<file path="config.mk">
export PLATFORM = sky130hd
export DESIGN_NAME = ssm_analyzer_tail
export DESIGN_NICKNAME = d
export VERILOG_FILES = /design/src/hdl/ssm_pkg.sv /design/src/hdl/ssm_samp_if.sv /design/src/hdl/ssm_analyzer_tail.sv /design/src/hdl/ssm_sampler.sv
export VERILOG_INCLUDE_DIRS = /design/src /design/src/hdl
export SDC_FILE = /design/constraint.sdc
export NUM_CORES = 1
export LEC_CHECK = 0
export BUFFER_PORTS_ARGS = -buffer_cell sky130_fd_sc_hd__buf_4
export CAP_MARGIN = 20
export CORE_ASPECT_RATIO = 1.25
export CORE_MARGIN = 5
export CORE_UTILIZATION = 50
export CTS_CLUSTER_DIAMETER = 50
export DETAILED_ROUTE_END_ITERATION = 12
export GPL_TIMING_DRIVEN = 0
export MAX_ROUTING_LAYER = met4
export PLACE_DENSITY = 0.76
export SLEW_MARGIN = 20
export SYNTH_ARGS = -nofsm -noshare
export SYNTH_HDL_FRONTEND = slang
export SYNTH_SLANG_ARGS = --single-unit
</file>
<file path="constraint.sdc">
create_clock -name pclk -period 2.2 [get_ports pclk]
set_input_delay 0.33 -clock pclk [delete_from_list [all_inputs] [get_ports pclk]]
set_output_delay 0.33 -clock pclk [all_outputs]
set_load 0.03 [all_outputs]
</file>
<file path="src/hdl/ssm_params.svh">
`ifndef SSM_PARAMS_SVH
`define SSM_PARAMS_SVH

// port counts and widths
`define SSM_NPORT          5
`define SSM_CPU_PORT       4
`define SSM_NEVT           4
`define SSM_RATE_W         12
`define SSM_NQUEUE         8
`define SSM_LFSR_SEED      16'hACE1

// register byte offsets
`define SSM_OFF_SAMPLE_CFG0 8'h00
`define SSM_SAMPLE_STRIDE   4
`define SSM_OFF_QUEUE_CFG   8'h20
`define SSM_OFF_GEN_CTRL    8'h24
`define SSM_OFF_INGR_MIR    8'h28
`define SSM_OFF_EGR_MIR     8'h2C
`define SSM_OFF_MIR_DESTINATION_SET    8'h30
`define SSM_OFF_ADV_LEARN   8'h34
`define SSM_OFF_MOVE_MASK   8'h40
`define SSM_OFF_IRQ_STATUS  8'h44
`define SSM_OFF_IRQ_CLEAR   8'h48
`define SSM_OFF_IRQ_ENABLE  8'h4C
`define SSM_OFF_LEARN_DISC  8'h50

// field positions
`define SSM_SMP_RATE_LSB   0
`define SSM_SMP_RX_BIT     12
`define SSM_SMP_TX_BIT     13
`define SSM_QC_SAMPLE_LSB  0
`define SSM_QC_MIRROR_LSB  4
`define SSM_GC_CPU_MIR_BIT 0
`define SSM_GC_KILL_BIT    1
`define SSM_ST_EVT_LSB     5

// reset values
`define SSM_RST_SAMPLE_CFG 14'h0000
`define SSM_RST_QUEUE_CFG  3'h0
`define SSM_RST_MASK       5'h00
`define SSM_RST_STATUS     9'h000
`define SSM_RST_COUNT      32'h0000_0000

`endif

</file>
<file path="src/hdl/ssm_pkg.sv">
`include "ssm_params.svh"

package ssm_pkg;

  // one bit per port, cpu port included
  typedef logic [`SSM_NPORT-1:0]            ssm_mask_t;
  typedef logic [2:0]                       ssm_idx_t;
  typedef logic [`SSM_NQUEUE-1:0]           ssm_cpu_queue_mask_t;
  typedef logic [2:0]                       ssm_qnum_t;
  typedef logic [`SSM_RATE_W-1:0]           ssm_rate_t;
  typedef logic [`SSM_SMP_TX_BIT:0]         ssm_smp_cfg_t;
  typedef logic [`SSM_NEVT-1:0]             ssm_evt_t;
  typedef logic [`SSM_NPORT+`SSM_NEVT-1:0]  ssm_stat_t;

endpackage

</file>
<file path="src/hdl/ssm_samp_if.sv">
`include "ssm_params.svh"

// sampler configuration and per-frame request
interface ssm_samp_if;
  ssm_pkg::ssm_rate_t  rate [`SSM_NPORT];
  ssm_pkg::ssm_mask_t  rx_en;
  ssm_pkg::ssm_mask_t  tx_en;
  logic                req;
  ssm_pkg::ssm_idx_t   src;
  ssm_pkg::ssm_mask_t  destination_set;
  logic                hit;

  modport ctl (output rate, rx_en, tx_en, req, src, destination_set, input hit);
  modport smp (input rate, rx_en, tx_en, req, src, destination_set, output hit);
endinterface

</file>
<file path="src/hdl/ssm_analyzer_tail.sv">
`include "ssm_params.svh"

// Overview of operation
// - selected frames copied to sampling cpu queue
// - separately programmable per-port sampling probability
// - independent rx and tx candidate enables
// - learn frames mirrored when learn mirroring active
// - cpu mirror when cpu port in destinations
// - ingress port mirror enable marks frame
// - egress mirror mask hits destination set
// - flag_a flag marks frame
// - rule engine mirror request marks frame
// - mirrored frames gain mirror destination ports
// - cpu mirror destination adds mirror cpu queue
// - learn frames with learn_ena gain learn mirror ports
// - cpu self kill removes cpu port last
// - station move sets new port bit
// - analyzer events kept as sticky flags
// - count learn discards from full table
module ssm_analyzer_tail (
  input  wire logic                pclk,
  input  wire logic                presetn,
  input  wire logic                psel,
  input  wire logic                penable,
  input  wire logic                pwrite,
  input  wire logic [7:0]          paddr,
  input  wire logic [31:0]         pwdata,
  output logic [31:0]              prdata,
  output logic                     pready,
  output logic                     pslverr,
  input  wire logic                frm_valid,
  input  wire ssm_pkg::ssm_idx_t   frm_src_port,
  input  wire ssm_pkg::ssm_mask_t  frm_destination_set,
  input  wire ssm_pkg::ssm_cpu_queue_mask_t  frm_cpu_queue_mask,
  input  wire logic                frm_learn,
  input  wire logic                frm_learn_ena,
  input  wire logic                frm_flag_a,
  input  wire logic                frm_rule_hit,
  input  wire logic                frm_rule_mirror_request,
  output logic                     out_valid,
  output ssm_pkg::ssm_mask_t       out_destination_set,
  output ssm_pkg::ssm_cpu_queue_mask_t       out_cpu_queue_mask,
  output logic                     out_sampled,
  output logic                     out_mirrored,
  input  wire logic                move_valid,
  input  wire ssm_pkg::ssm_idx_t   move_destination_index,
  input  wire ssm_pkg::ssm_evt_t   event_pulse,
  input  wire logic                learn_discard_pulse,
  output logic                     irq
);

  ssm_samp_if                sif ();
  ssm_pkg::ssm_smp_cfg_t     smp_cfg_reg [`SSM_NPORT];
  ssm_pkg::ssm_qnum_t        smp_q_reg;
  ssm_pkg::ssm_qnum_t        mir_q_reg;
  logic                      cpu_mirror_reg;
  logic                      self_kill_reg;
  ssm_pkg::ssm_mask_t        ingr_mir_reg;
  ssm_pkg::ssm_mask_t        egr_mir_reg;
  ssm_pkg::ssm_mask_t        mir_destination_set_reg;
  ssm_pkg::ssm_mask_t        learn_mir_reg;
  ssm_pkg::ssm_stat_t        status_reg;
  ssm_pkg::ssm_stat_t        status_next;
  ssm_pkg::ssm_stat_t        irq_en_reg;
  ssm_pkg::ssm_stat_t        clr_mask;
  ssm_pkg::ssm_stat_t        set_mask;
  logic [31:0]               disc_cnt_reg;
  logic [31:0]               prdata_reg;
  logic [31:0]               rd_data;
  logic                      addr_ok;
  logic                      wr_en;
  logic                      out_valid_reg;
  ssm_pkg::ssm_mask_t        out_destination_set_reg;
  ssm_pkg::ssm_cpu_queue_mask_t        out_cpu_queue_mask_reg;
  logic                      out_sampled_reg;
  logic                      out_mirrored_reg;
  ssm_pkg::ssm_mask_t        destination_set_next;
  ssm_pkg::ssm_cpu_queue_mask_t        cpu_queue_mask_next;
  logic                      mirror_hit;
  logic                      src_is_cpu;

  localparam ssm_pkg::ssm_mask_t CPU_BIT = ssm_pkg::ssm_mask_t'(1) << `SSM_CPU_PORT;

  ////////////////////////////////////////////////////////////////////////////////
  // apb slave

  // zero wait states; writes land on the access edge
  assign wr_en   = psel && penable && pwrite;
  assign pready  = 1'b1;
  assign pslverr = psel && penable && !addr_ok;
  assign prdata  = prdata_reg;

  // read decode; unmapped or misaligned addresses flag an error
  always_comb
  begin
    rd_data = 32'h0000_0000;
    addr_ok = 1'b1;
    if (paddr[1:0] != 2'b00)
      addr_ok = 1'b0;
    else if (paddr[7:5] == 3'h0)
    begin
      if (paddr[4:2] < 3'(`SSM_NPORT))
        rd_data = 32'(smp_cfg_reg[paddr[4:2]]);
      else
        addr_ok = 1'b0;
    end
    else
    begin
      case (paddr)
        `SSM_OFF_QUEUE_CFG:
          rd_data = 32'({1'b0, mir_q_reg, 1'b0, smp_q_reg});
        `SSM_OFF_GEN_CTRL:
          rd_data = 32'({self_kill_reg, cpu_mirror_reg});
        `SSM_OFF_INGR_MIR:   rd_data = 32'(ingr_mir_reg);
        `SSM_OFF_EGR_MIR:    rd_data = 32'(egr_mir_reg);
        `SSM_OFF_MIR_DESTINATION_SET:   rd_data = 32'(mir_destination_set_reg);
        `SSM_OFF_ADV_LEARN:  rd_data = 32'(learn_mir_reg);
        `SSM_OFF_MOVE_MASK:  rd_data = 32'(status_reg[`SSM_NPORT-1:0]);
        `SSM_OFF_IRQ_STATUS: rd_data = 32'(status_reg);
        `SSM_OFF_IRQ_CLEAR:  rd_data = 32'h0000_0000;  // write-only
        `SSM_OFF_IRQ_ENABLE: rd_data = 32'(irq_en_reg);
        `SSM_OFF_LEARN_DISC: rd_data = disc_cnt_reg;
        default:             addr_ok = 1'b0;
      endcase
    end
  end

  // read data captured in the setup cycle, stable through access
  always_ff @(posedge pclk or negedge presetn)
  begin
    if (!presetn)
      prdata_reg <= 32'h0000_0000;
    else if (psel && !penable && !pwrite)
      prdata_reg <= rd_data;
  end

  ////////////////////////////////////////////////////////////////////////////////
  // configuration registers

  // per-port sampling agent configuration
  for (genvar p = 0; p < `SSM_NPORT; p++)
  begin : g_port
    always_ff @(posedge pclk or negedge presetn)
    begin
      if (!presetn)
        smp_cfg_reg[p] <= `SSM_RST_SAMPLE_CFG;
      else if (wr_en && paddr == 8'(`SSM_OFF_SAMPLE_CFG0 + `SSM_SAMPLE_STRIDE * p))
        smp_cfg_reg[p] <= pwdata[`SSM_SMP_TX_BIT:0];
    end
    assign sif.rate[p]  = smp_cfg_reg[p][`SSM_SMP_RATE_LSB +: `SSM_RATE_W];
    assign sif.rx_en[p] = smp_cfg_reg[p][`SSM_SMP_RX_BIT];
    assign sif.tx_en[p] = smp_cfg_reg[p][`SSM_SMP_TX_BIT];
  end

  // global mirroring and queue settings
  always_ff @(posedge pclk or negedge presetn)
  begin
    if (!presetn)
    begin
      smp_q_reg      <= `SSM_RST_QUEUE_CFG;
      mir_q_reg      <= `SSM_RST_QUEUE_CFG;
      cpu_mirror_reg <= 1'b0;
      self_kill_reg  <= 1'b0;
      ingr_mir_reg   <= `SSM_RST_MASK;
      egr_mir_reg    <= `SSM_RST_MASK;
      mir_destination_set_reg   <= `SSM_RST_MASK;
      learn_mir_reg  <= `SSM_RST_MASK;
    end
    else if (wr_en)
    begin
      case (paddr)
        `SSM_OFF_QUEUE_CFG:
        begin
          smp_q_reg <= pwdata[`SSM_QC_SAMPLE_LSB +: 3];
          mir_q_reg <= pwdata[`SSM_QC_MIRROR_LSB +: 3];
        end
        `SSM_OFF_GEN_CTRL:
        begin
          cpu_mirror_reg <= pwdata[`SSM_GC_CPU_MIR_BIT];
          self_kill_reg  <= pwdata[`SSM_GC_KILL_BIT];
        end
        `SSM_OFF_INGR_MIR:  ingr_mir_reg  <= pwdata[`SSM_NPORT-1:0];
        `SSM_OFF_EGR_MIR:   egr_mir_reg   <= pwdata[`SSM_NPORT-1:0];
        `SSM_OFF_MIR_DESTINATION_SET:  mir_destination_set_reg  <= pwdata[`SSM_NPORT-1:0];
        `SSM_OFF_ADV_LEARN: learn_mir_reg <= pwdata[`SSM_NPORT-1:0];
        default:            ;
      endcase
    end
  end

  ////////////////////////////////////////////////////////////////////////////////
  // sampler

  assign sif.req  = frm_valid;
  assign sif.src  = frm_src_port;
  assign sif.destination_set = frm_destination_set;

  ssm_sampler u_sampler (
    .pclk    (pclk),
    .presetn (presetn),
    .sif     (sif)
  );

  ////////////////////////////////////////////////////////////////////////////////
  // forwarding adjustment: sampling, mirroring, self kill

  assign src_is_cpu = (frm_src_port == 3'(`SSM_CPU_PORT));

  // steps applied in order; self kill comes last
  always_comb
  begin
    destination_set_next = frm_destination_set;
    cpu_queue_mask_next = frm_cpu_queue_mask;
    if (sif.hit)
    begin
      destination_set_next            = destination_set_next | CPU_BIT;
      cpu_queue_mask_next[smp_q_reg] = 1'b1;
    end
    mirror_hit = (frm_learn && learn_mir_reg != '0)
               || (cpu_mirror_reg && destination_set_next[`SSM_CPU_PORT])
               || ingr_mir_reg[frm_src_port]
               || ((egr_mir_reg & destination_set_next) != '0)
               || frm_flag_a
               || (frm_rule_hit && frm_rule_mirror_request);
    if (mirror_hit)
    begin
      destination_set_next = destination_set_next | mir_destination_set_reg;
      if (mir_destination_set_reg[`SSM_CPU_PORT])
        cpu_queue_mask_next[mir_q_reg] = 1'b1;
    end
    if (frm_learn && frm_learn_ena)
      destination_set_next = destination_set_next | learn_mir_reg;
    if (self_kill_reg && src_is_cpu)
      destination_set_next = destination_set_next & ~CPU_BIT;
  end

  // one-cycle result stage toward the queue system
  always_ff @(posedge pclk or negedge presetn)
  begin
    if (!presetn)
    begin
      out_valid_reg    <= 1'b0;
      out_destination_set_reg     <= `SSM_RST_MASK;
      out_cpu_queue_mask_reg     <= '0;
      out_sampled_reg  <= 1'b0;
      out_mirrored_reg <= 1'b0;
    end
    else
    begin
      out_valid_reg <= frm_valid;
      if (frm_valid)
      begin
        out_destination_set_reg     <= destination_set_next;
        out_cpu_queue_mask_reg     <= cpu_queue_mask_next;
        out_sampled_reg  <= sif.hit;
        out_mirrored_reg <= mirror_hit;
      end
    end
  end

  assign out_valid           = out_valid_reg;
  assign out_destination_set = out_destination_set_reg;
  assign out_cpu_queue_mask  = out_cpu_queue_mask_reg;
  assign out_sampled         = out_sampled_reg;
  assign out_mirrored        = out_mirrored_reg;

  ////////////////////////////////////////////////////////////////////////////////
  // monitoring: station moves, sticky events, discard counter, interrupt

  // set sources; out-of-range move index shifts out to nothing
  assign set_mask = {event_pulse,
                     ssm_pkg::ssm_mask_t'(1) << move_destination_index & {5{move_valid}}};
  assign clr_mask = (wr_en && paddr == `SSM_OFF_IRQ_CLEAR)
                    ? pwdata[`SSM_NPORT+`SSM_NEVT-1:0] : '0;
  // a set in the clear cycle wins
  assign status_next = (status_reg & ~clr_mask) | set_mask;

  // sticky status, write-one-to-clear
  always_ff @(posedge pclk or negedge presetn)
  begin
    if (!presetn)
      status_reg <= `SSM_RST_STATUS;
    else
      status_reg <= status_next;
  end

  // interrupt enables
  always_ff @(posedge pclk or negedge presetn)
  begin
    if (!presetn)
      irq_en_reg <= `SSM_RST_STATUS;
    else if (wr_en && paddr == `SSM_OFF_IRQ_ENABLE)
      irq_en_reg <= pwdata[`SSM_NPORT+`SSM_NEVT-1:0];
  end

  assign irq = |(status_reg & irq_en_reg);

  // discard counter, wraps
  always_ff @(posedge pclk or negedge presetn)
  begin
    if (!presetn)
      disc_cnt_reg <= `SSM_RST_COUNT;
    else if (learn_discard_pulse)
      disc_cnt_reg <= disc_cnt_reg + 32'h0000_0001;
  end
endmodule

</file>
<file path="src/hdl/ssm_sampler.sv">
`include "ssm_params.svh"

module ssm_sampler (
  input  wire logic  pclk,
  input  wire logic  presetn,
  ssm_samp_if.smp    sif
);

  logic [15:0]         lfsr_reg;
  ssm_pkg::ssm_mask_t  sel;

  // free-running generator, advances every cycle
  always_ff @(posedge pclk or negedge presetn)
  begin
    if (!presetn)
      lfsr_reg <= `SSM_LFSR_SEED;
    else
      lfsr_reg <= {lfsr_reg[14:0], lfsr_reg[15] ^ lfsr_reg[13] ^ lfsr_reg[12] ^ lfsr_reg[10]};
  end

  // per-port candidate and draw; each port looks at a rotated slice
  for (genvar p = 0; p < `SSM_NPORT; p++)
  begin : g_draw
    logic [15:0]         rot;
    ssm_pkg::ssm_rate_t  draw;
    logic                cand;
    assign rot  = (lfsr_reg << (3 * p)) | (lfsr_reg >> (16 - 3 * p));
    assign draw = rot[`SSM_RATE_W-1:0];
    assign cand = sif.req && ((sif.rx_en[p] && (sif.src == 3'(p)))
                  || (sif.tx_en[p] && sif.destination_set[p]));
    assign sel[p] = cand && (draw < sif.rate[p]);
  end

  assign sif.hit = |sel;
endmodule

</file>
# Word level (Yosys, flattened, before mapping)
# Index checks and enable logic that the tools add are counted.
[op_classes]
addsub = 1
order_cmp = 12
eq_ne = 19
shifts = 1
n_mux = 25
n_bitwise = 18
n_reduce_logical = 67
[op_table]
columns = ["cell", "count"]
rows = [
  ["$pmux W32 S10", 1],
  ["$mux W32", 2],
  ["$lt A12 B12 Y1", 5],
  ["$eq A8 B6 Y1 const B", 6],
  ["$bmux W14 S3", 1],
  ["$mux W14", 3],
  ["$eq A8 B7 Y1 const B", 5],
  ["$logic_and A1 B1 Y1", 39],
  ["$add A32 B1 Y32 const B", 1],
  ["$mux W8", 3],
  ["$mux W5", 4],
  ["$and A9 B9 Y9", 2],
  ["$eq A8 B4 Y1 const B", 2],
  ["$or A8 B8 Y8", 2],
  ["$lt A3 B4 Y1 const B", 3],
  ["$or A1 B12 Y12 const A", 1],
  ["$or A12 B3 Y12", 1],
  ["$or A12 B6 Y12", 1],
  ["$or A12 B9 Y12", 1],
  ["$reduce_and A2 Y1", 6],
  ["$reduce_or A11 Y1", 1],
  ["$and A5 B5 Y5", 2],
  ["$logic_or A1 B1 Y1", 10],
  ["$or A5 B5 Y5", 2],
  ["other kinds (24)", 39],
]
[word_totals]
register_bits = 212
inputBits = 76
out_inout_bits = 51
wordCells = 166

# Depth between registers and ports, before layout
[depth]
word_depth = 17
ltp_mapped = 11
mapped_depth_nobuf = 10

# Cells and area by module
# From an unflattened synthesis, not the netlist that was laid out.
[hier_totals]
hier_cells = 944
hier_area_um2 = 11249.5
[by_module_without_submodules]
columns = ["module", "instances", "cells_per_inst", "area_per_inst_um2", "seq_area_each_um2"]
rows = [
  ["ssm_analyzer_tail", 1, 720, 9361.5, 4904.7],
  ["ssm_sampler", 1, 224, 1888.1, 410.4],
]

# Worst setup path after synthesis
# No wires, ideal clock.
[synth_path]
path_kind = "in2out"
startpoint = "in paddr[1]"
endpoint = "out pslverr"
t_arrival_ns = 2.114
required_ns = 1.870
path_slack_ns = -0.244
path_stages = 9
n_path_buf = 1
cell_sequence = "or2_0 clkbuf_1 nor2_1 nand2_1 nor2_1 nor4_1 nand2_1 or4_1 a31oi_1"
[synth_between]
elab_chain_len = 7
word_cells_on_any_way = 18
cone_classes = "eq/ne (11); mux (3); reduce/logical (4)"
[synth_lines]
columns = ["element", "line", "rtl"]
rows = [
  ["start: declaration", "ssm_analyzer_tail.sv:26", "input wire logic [7:0] paddr,"],
  ["$eq A8 B7 Y1 / $eq A8 B6 Y1 (equally long branches)", "ssm_analyzer_tail.sv:109", "case (paddr)"],
  ["$reduce_or A11 Y1 (no source line)", "--", ""],
  ["$mux W1", "ssm_analyzer_tail.sv:109", ""],
  ["$mux W1", "ssm_analyzer_tail.sv:100", "else if (paddr[7:5] == 3'h0)"],
  ["$mux W1 *", "ssm_analyzer_tail.sv:98", "if (paddr[1:0] != 2'b00)"],
  ["$logic_not A1 Y1 *", "ssm_analyzer_tail.sv:90", "assign pslverr = psel && penable && !addr_ok;"],
  ["$logic_and A1 B1 Y1 *", "ssm_analyzer_tail.sv:90", ""],
  ["end: declaration", "ssm_analyzer_tail.sv:30", "output logic pslverr,"],
]
# Every way passes the cells marked *; elsewhere a longest branch is shown, timed or not.

# Worst setup path in the final report
[layout_path]
startpoint = "reg u_sampler.lfsr_reg[15], in the netlist u_sampler.g_draw[0].rot[15]"
endpoint = "reg out_cpu_queue_mask_reg[6], in the netlist out_cpu_queue_mask[6]"
[layout_between]
elab_chain_len = 12
word_cells_on_any_way = 26
cone_classes = "order compare (4); mux (4); bitwise (6); reduce/logical (12)"
[layout_lines]
columns = ["element", "line", "rtl"]
rows = [
  ["start: declaration", "ssm_sampler.sv:9", "logic [15:0] lfsr_reg;"],
  ["start signal: assignment", "ssm_sampler.sv:16", "lfsr_reg <= `SSM_LFSR_SEED;"],
  ["start signal: assignment", "ssm_sampler.sv:18", "lfsr_reg <= {lfsr_reg[14:0], lfsr_reg[15] ^ lfsr_reg[13] ^ lfsr_reg[12] ^ lfsr_reg[10]};"],
  ["$or A12 B3 Y12 (tied with other cells)", "ssm_sampler.sv:27", "assign rot = (lfsr_reg << (3 * p)) | (lfsr_reg >> (16 - 3 * p));"],
  ["$lt A12 B12 Y1", "ssm_sampler.sv:31", "assign sel[p] = cand && (draw < sif.rate[p]);"],
  ["$logic_and A1 B1 Y1", "ssm_sampler.sv:31", ""],
  ["$reduce_or A5 Y1 *", "ssm_sampler.sv:34", "assign sif.hit = |sel;"],
  ["parallel branches: the longest is 7 deep, another holds $mux W5", "--", ""],
  ["$mux W8 *", "ssm_analyzer_tail.sv:225", "if (mirror_hit)"],
  ["end signal: assignment", "ssm_analyzer_tail.sv:254", "out_cpu_queue_mask_reg <= cpu_queue_mask_next;"],
  ["end: declaration", "ssm_analyzer_tail.sv:74", "ssm_pkg::ssm_cpu_queue_mask_t out_cpu_queue_mask_reg;"],
]
# Every way passes the cells marked *.
# A chain may end at the register's enable or synchronous reset.

==> metrics.txt <==
Fmax 383.3 MHz; Static Leakage 0.006282 µW; die width 140.5 µm; RSZ-0062 raised after global routing yes; period utilization 118.6%; proportion of layout cells with a drive suffix above 1 31.41%; ANT nets after route 0; Clk pin slew, worst setup/hold paths 70 ps; Slowest-stage cell, CP dfstp_2; clk sinks 212; HPWL after DPL 22600 µm; row cnt 59; vias per cell 6.206; die height 173.1 µm; Max Slew Vio Count 0; Largest register FFs 60; asr flop ratio synth 100.0%; synthesized flop and latch total 212; Yosys Warn Count 0; DR pass1 iterations 6; Slew HR 47.52%; Slew @ Worst Pin 780.7 ps; Fin. Hold Viols 0; Starting Density 50.94%; root buffer cell clkbuf_16; final hold slack 22.63 ps; vias in the first global route 9052; CP Capture Type flop; Hold Crit Class in -> reg; internal cell power 6565 µW; critical path peak fanout 4; sequential area share after synthesis 49.95%; count of cell types in the netlist 66; grt ovf 0; Area growth syn-to-layout 24.84%; final net count 1266; critical path launch point type flop; Comb pwr share 10.2%; total die area 24320 µm²; violated checks setup timing; startpoint of the worst hold path event_pulse[2]; core footprint 20890 µm²; Final Critical Period 2609 ps; Sw Share 25.47%; crit path kind reg -> reg; Critical Path, Cell by Cell ha_4 > and3_1 > a221oi_2 > o311ai_2 > and4_4 > a21oi_4 > buf_6 > nand4_1 > a21oi_1; RePlAce Congestion 0.9411; status finished, violations left; Max Cap Viol 0; cts bufs inserted 22; final setup fails 16; worst path arrival time 3050 ps; number of enable flip-flop cells after synthesis 0; clock network power share 42.0%; Avg Synthesized Cell Area 11.00 µm²; Psw 2244 µW; number of antenna diodes 0; CTS H-Tree Depth 1; # DRC 0; Ports 127; Port Buf Inserts 107; WL/cell 22.59 µm; post-route setup slack -409.0 ps; Pwr Density 663.1 nW/µm²; Worst Path Required 2640 ps; Syn Std Cell Area 10640 µm²; Net Count, Synth 1099; total wire length 32070 µm; global-route wire length before repair 49690 µm; CP delay by family, top compound AO/OA/AOI/OAI gates; worst skew pair latency 510 ps; Worst Path Buf+Inv 1; largest net degree at the start of global routing 95; worst r2r src u_sampler.g_draw[0].rot[15]; Place WS -576.2 ps; Total GRT Usage 26.28%; vias after detailed routing 8812; Clock Path Buffers 3; sequential share of power 47.8%; maximum vdd drop 0.4938 mV; CP peak stage delay 670 ps; number of DRC markers in iteration 0 826; ys flop type dfrtp_1; Critical Path Start u_sampler.g_draw[0].rot[15]; initial antenna violation count 0; Syn Inst Count 967; skew final 16.13 ps; TritonCTS clock tree yes
[per-stage QoR]
stage | TNS, ps | utilization [%] | instances | cell area, µm² | total power (µW)
CTS | -3462 | 62.04 | 1410 | 12960 | 8768
finish | -4682 | 63.59 | 1420 | 13290 | 8809
detailed placement | -21460 | 56.80 | 1350 | 11870 | 5060
global placement | -154320 | 56.50 | 1348 | 11800 | 5027
global route | -6340 | 63.59 | 1420 | 13290 | 9071
floorplan | 0 | - | 967 | 10660 | 4631
[path summary, 6_finish.rpt]
| kind | to | slack, ps | depth (start not counted) |
|---|---|---|---|
| worst max-delay path | out_cpu_queue_mask[6] | -410 | 9 |
| worst min-delay path | status_reg[7] | 20 | 2 |
| worst max register to register | out_cpu_queue_mask[6] | -410 | 9 |
| worst min register to register | u_sampler.g_draw[0].rot[7] | 400 | 0 |
| max in group asynchronous | sif.rx_en[1] | 1030 | 3 |
| min in group asynchronous | prdata[23] | 350 | 2 |
[repair_timing]
action | in CTS | in global routing
endpoints found under the hold margin | 57 | 0
buffers inserted | 21 | 10
endpoints found under the setup margin | 20 | 33
hold buffers | 2 | 0
cloned | 1 | 0
pin swaps | 17 | 27
gates resized for setup | 45 | 53
[routing by layer]
layer | up-vias | share of wire (%) | track usage, %
met5 | - | 0 | -
met4 | 0 | 6.7 | 14.74
met3 | 131 | 6.5 | 3.785
met2 | 374 | 49 | 42.91
met1 | 4455 | 37 | 31.12
li1 | 3852 | - | -
[cell families (layout without fill, tap and decap cells)]
kind of cell / Yosys count / in the layout / synth area share (%)
flip-flops: 212 / 212 / 49.95
AND/OR/NAND/NOR: 258 / 258 / 12.22
XOR/XNOR: 34 / 34 / 2.798
other: 1 / 1 / 0.03524
AO/OA/AOI/OAI: 225 / 225 / 14.57
buffers and inverters: 102 / 281 / 3.868
multiplexers: 79 / 79 / 9.982
adder cells (fa/ha/maj): 56 / 56 / 6.584
[power by group through the flow]
stage                     clock (µW)  combinational (µW)  sequential [µW]
after floorplan                    0                 354             4280
after global placement             0                 763             4260
after detailed placement           0                 793             4270
after CTS                       3730                 842             4200
after global routing            3870                 973             4220
final                           3700                 900             4210
[layout by cell type, fill, tap and decap left out, types with 13 or more instances in the layout]
cell / n
nor2_1: 36
clkbuf_1: 25
xnor2_1: 26
a22oi_1: 16
ha_1: 50
inv_1: 59
a22o_1: 33
mux4_2: 14
dfrtp_1: 198
clkbuf_16: 23
mux2_2: 64
nand3_1: 17
nor2b_1: 13
a21oi_1: 32
buf_4: 132
nand2_1: 101
o21ai_0: 62
nand4_1: 18
[cell usage after synthesis, types with 4 or more instances]
library cell / count / area [µm²]
xnor2_1: 26 / 227.7
a221o_1: 5 / 50.05
a22oi_1: 16 / 120.1
a31oi_1: 11 / 68.82
o21ai_0: 63 / 315.3
a222oi_1: 5 / 50.05
nand4_1: 18 / 112.6
a221oi_1: 14 / 122.6
a22o_1: 33 / 289.0
mux2_2: 64 / 720.7
nor3_2: 6 / 60.06
mux4_2: 14 / 315.3
clkbuf_1: 25 / 93.84
dfrtp_1: 204 / 5105
o21ai_1: 4 / 20.02
xor2_1: 8 / 70.07
nor2b_1: 13 / 81.33
nor2_1: 44 / 165.2
nand3_1: 20 / 100.1
buf_2: 11 / 55.05
dfstp_2: 8 / 210.2
and3_1: 10 / 62.56
a311oi_1: 6 / 52.55
a21o_1: 9 / 67.56
a32o_1: 7 / 70.07
nor2_2: 4 / 25.02
inv_1: 59 / 221.5
nor3_1: 5 / 25.02
nand2_1: 109 / 409.1
ha_1: 56 / 700.7
a21oi_1: 37 / 185.2
nor4_1: 4 / 25.02
[final cells by class]
cell class	instances	area (µm²)
fill	1595	7606
sequential	212	5323
multi-input combinational	653	5304
timing repair buffer	143	1161
clock buffer	30	641.9
tap	274	342.8
inverter	62	240.2
buffer	40	210.2
clock inverter	6	62.56
Note: power is estimated with default switching activity, not from simulation.
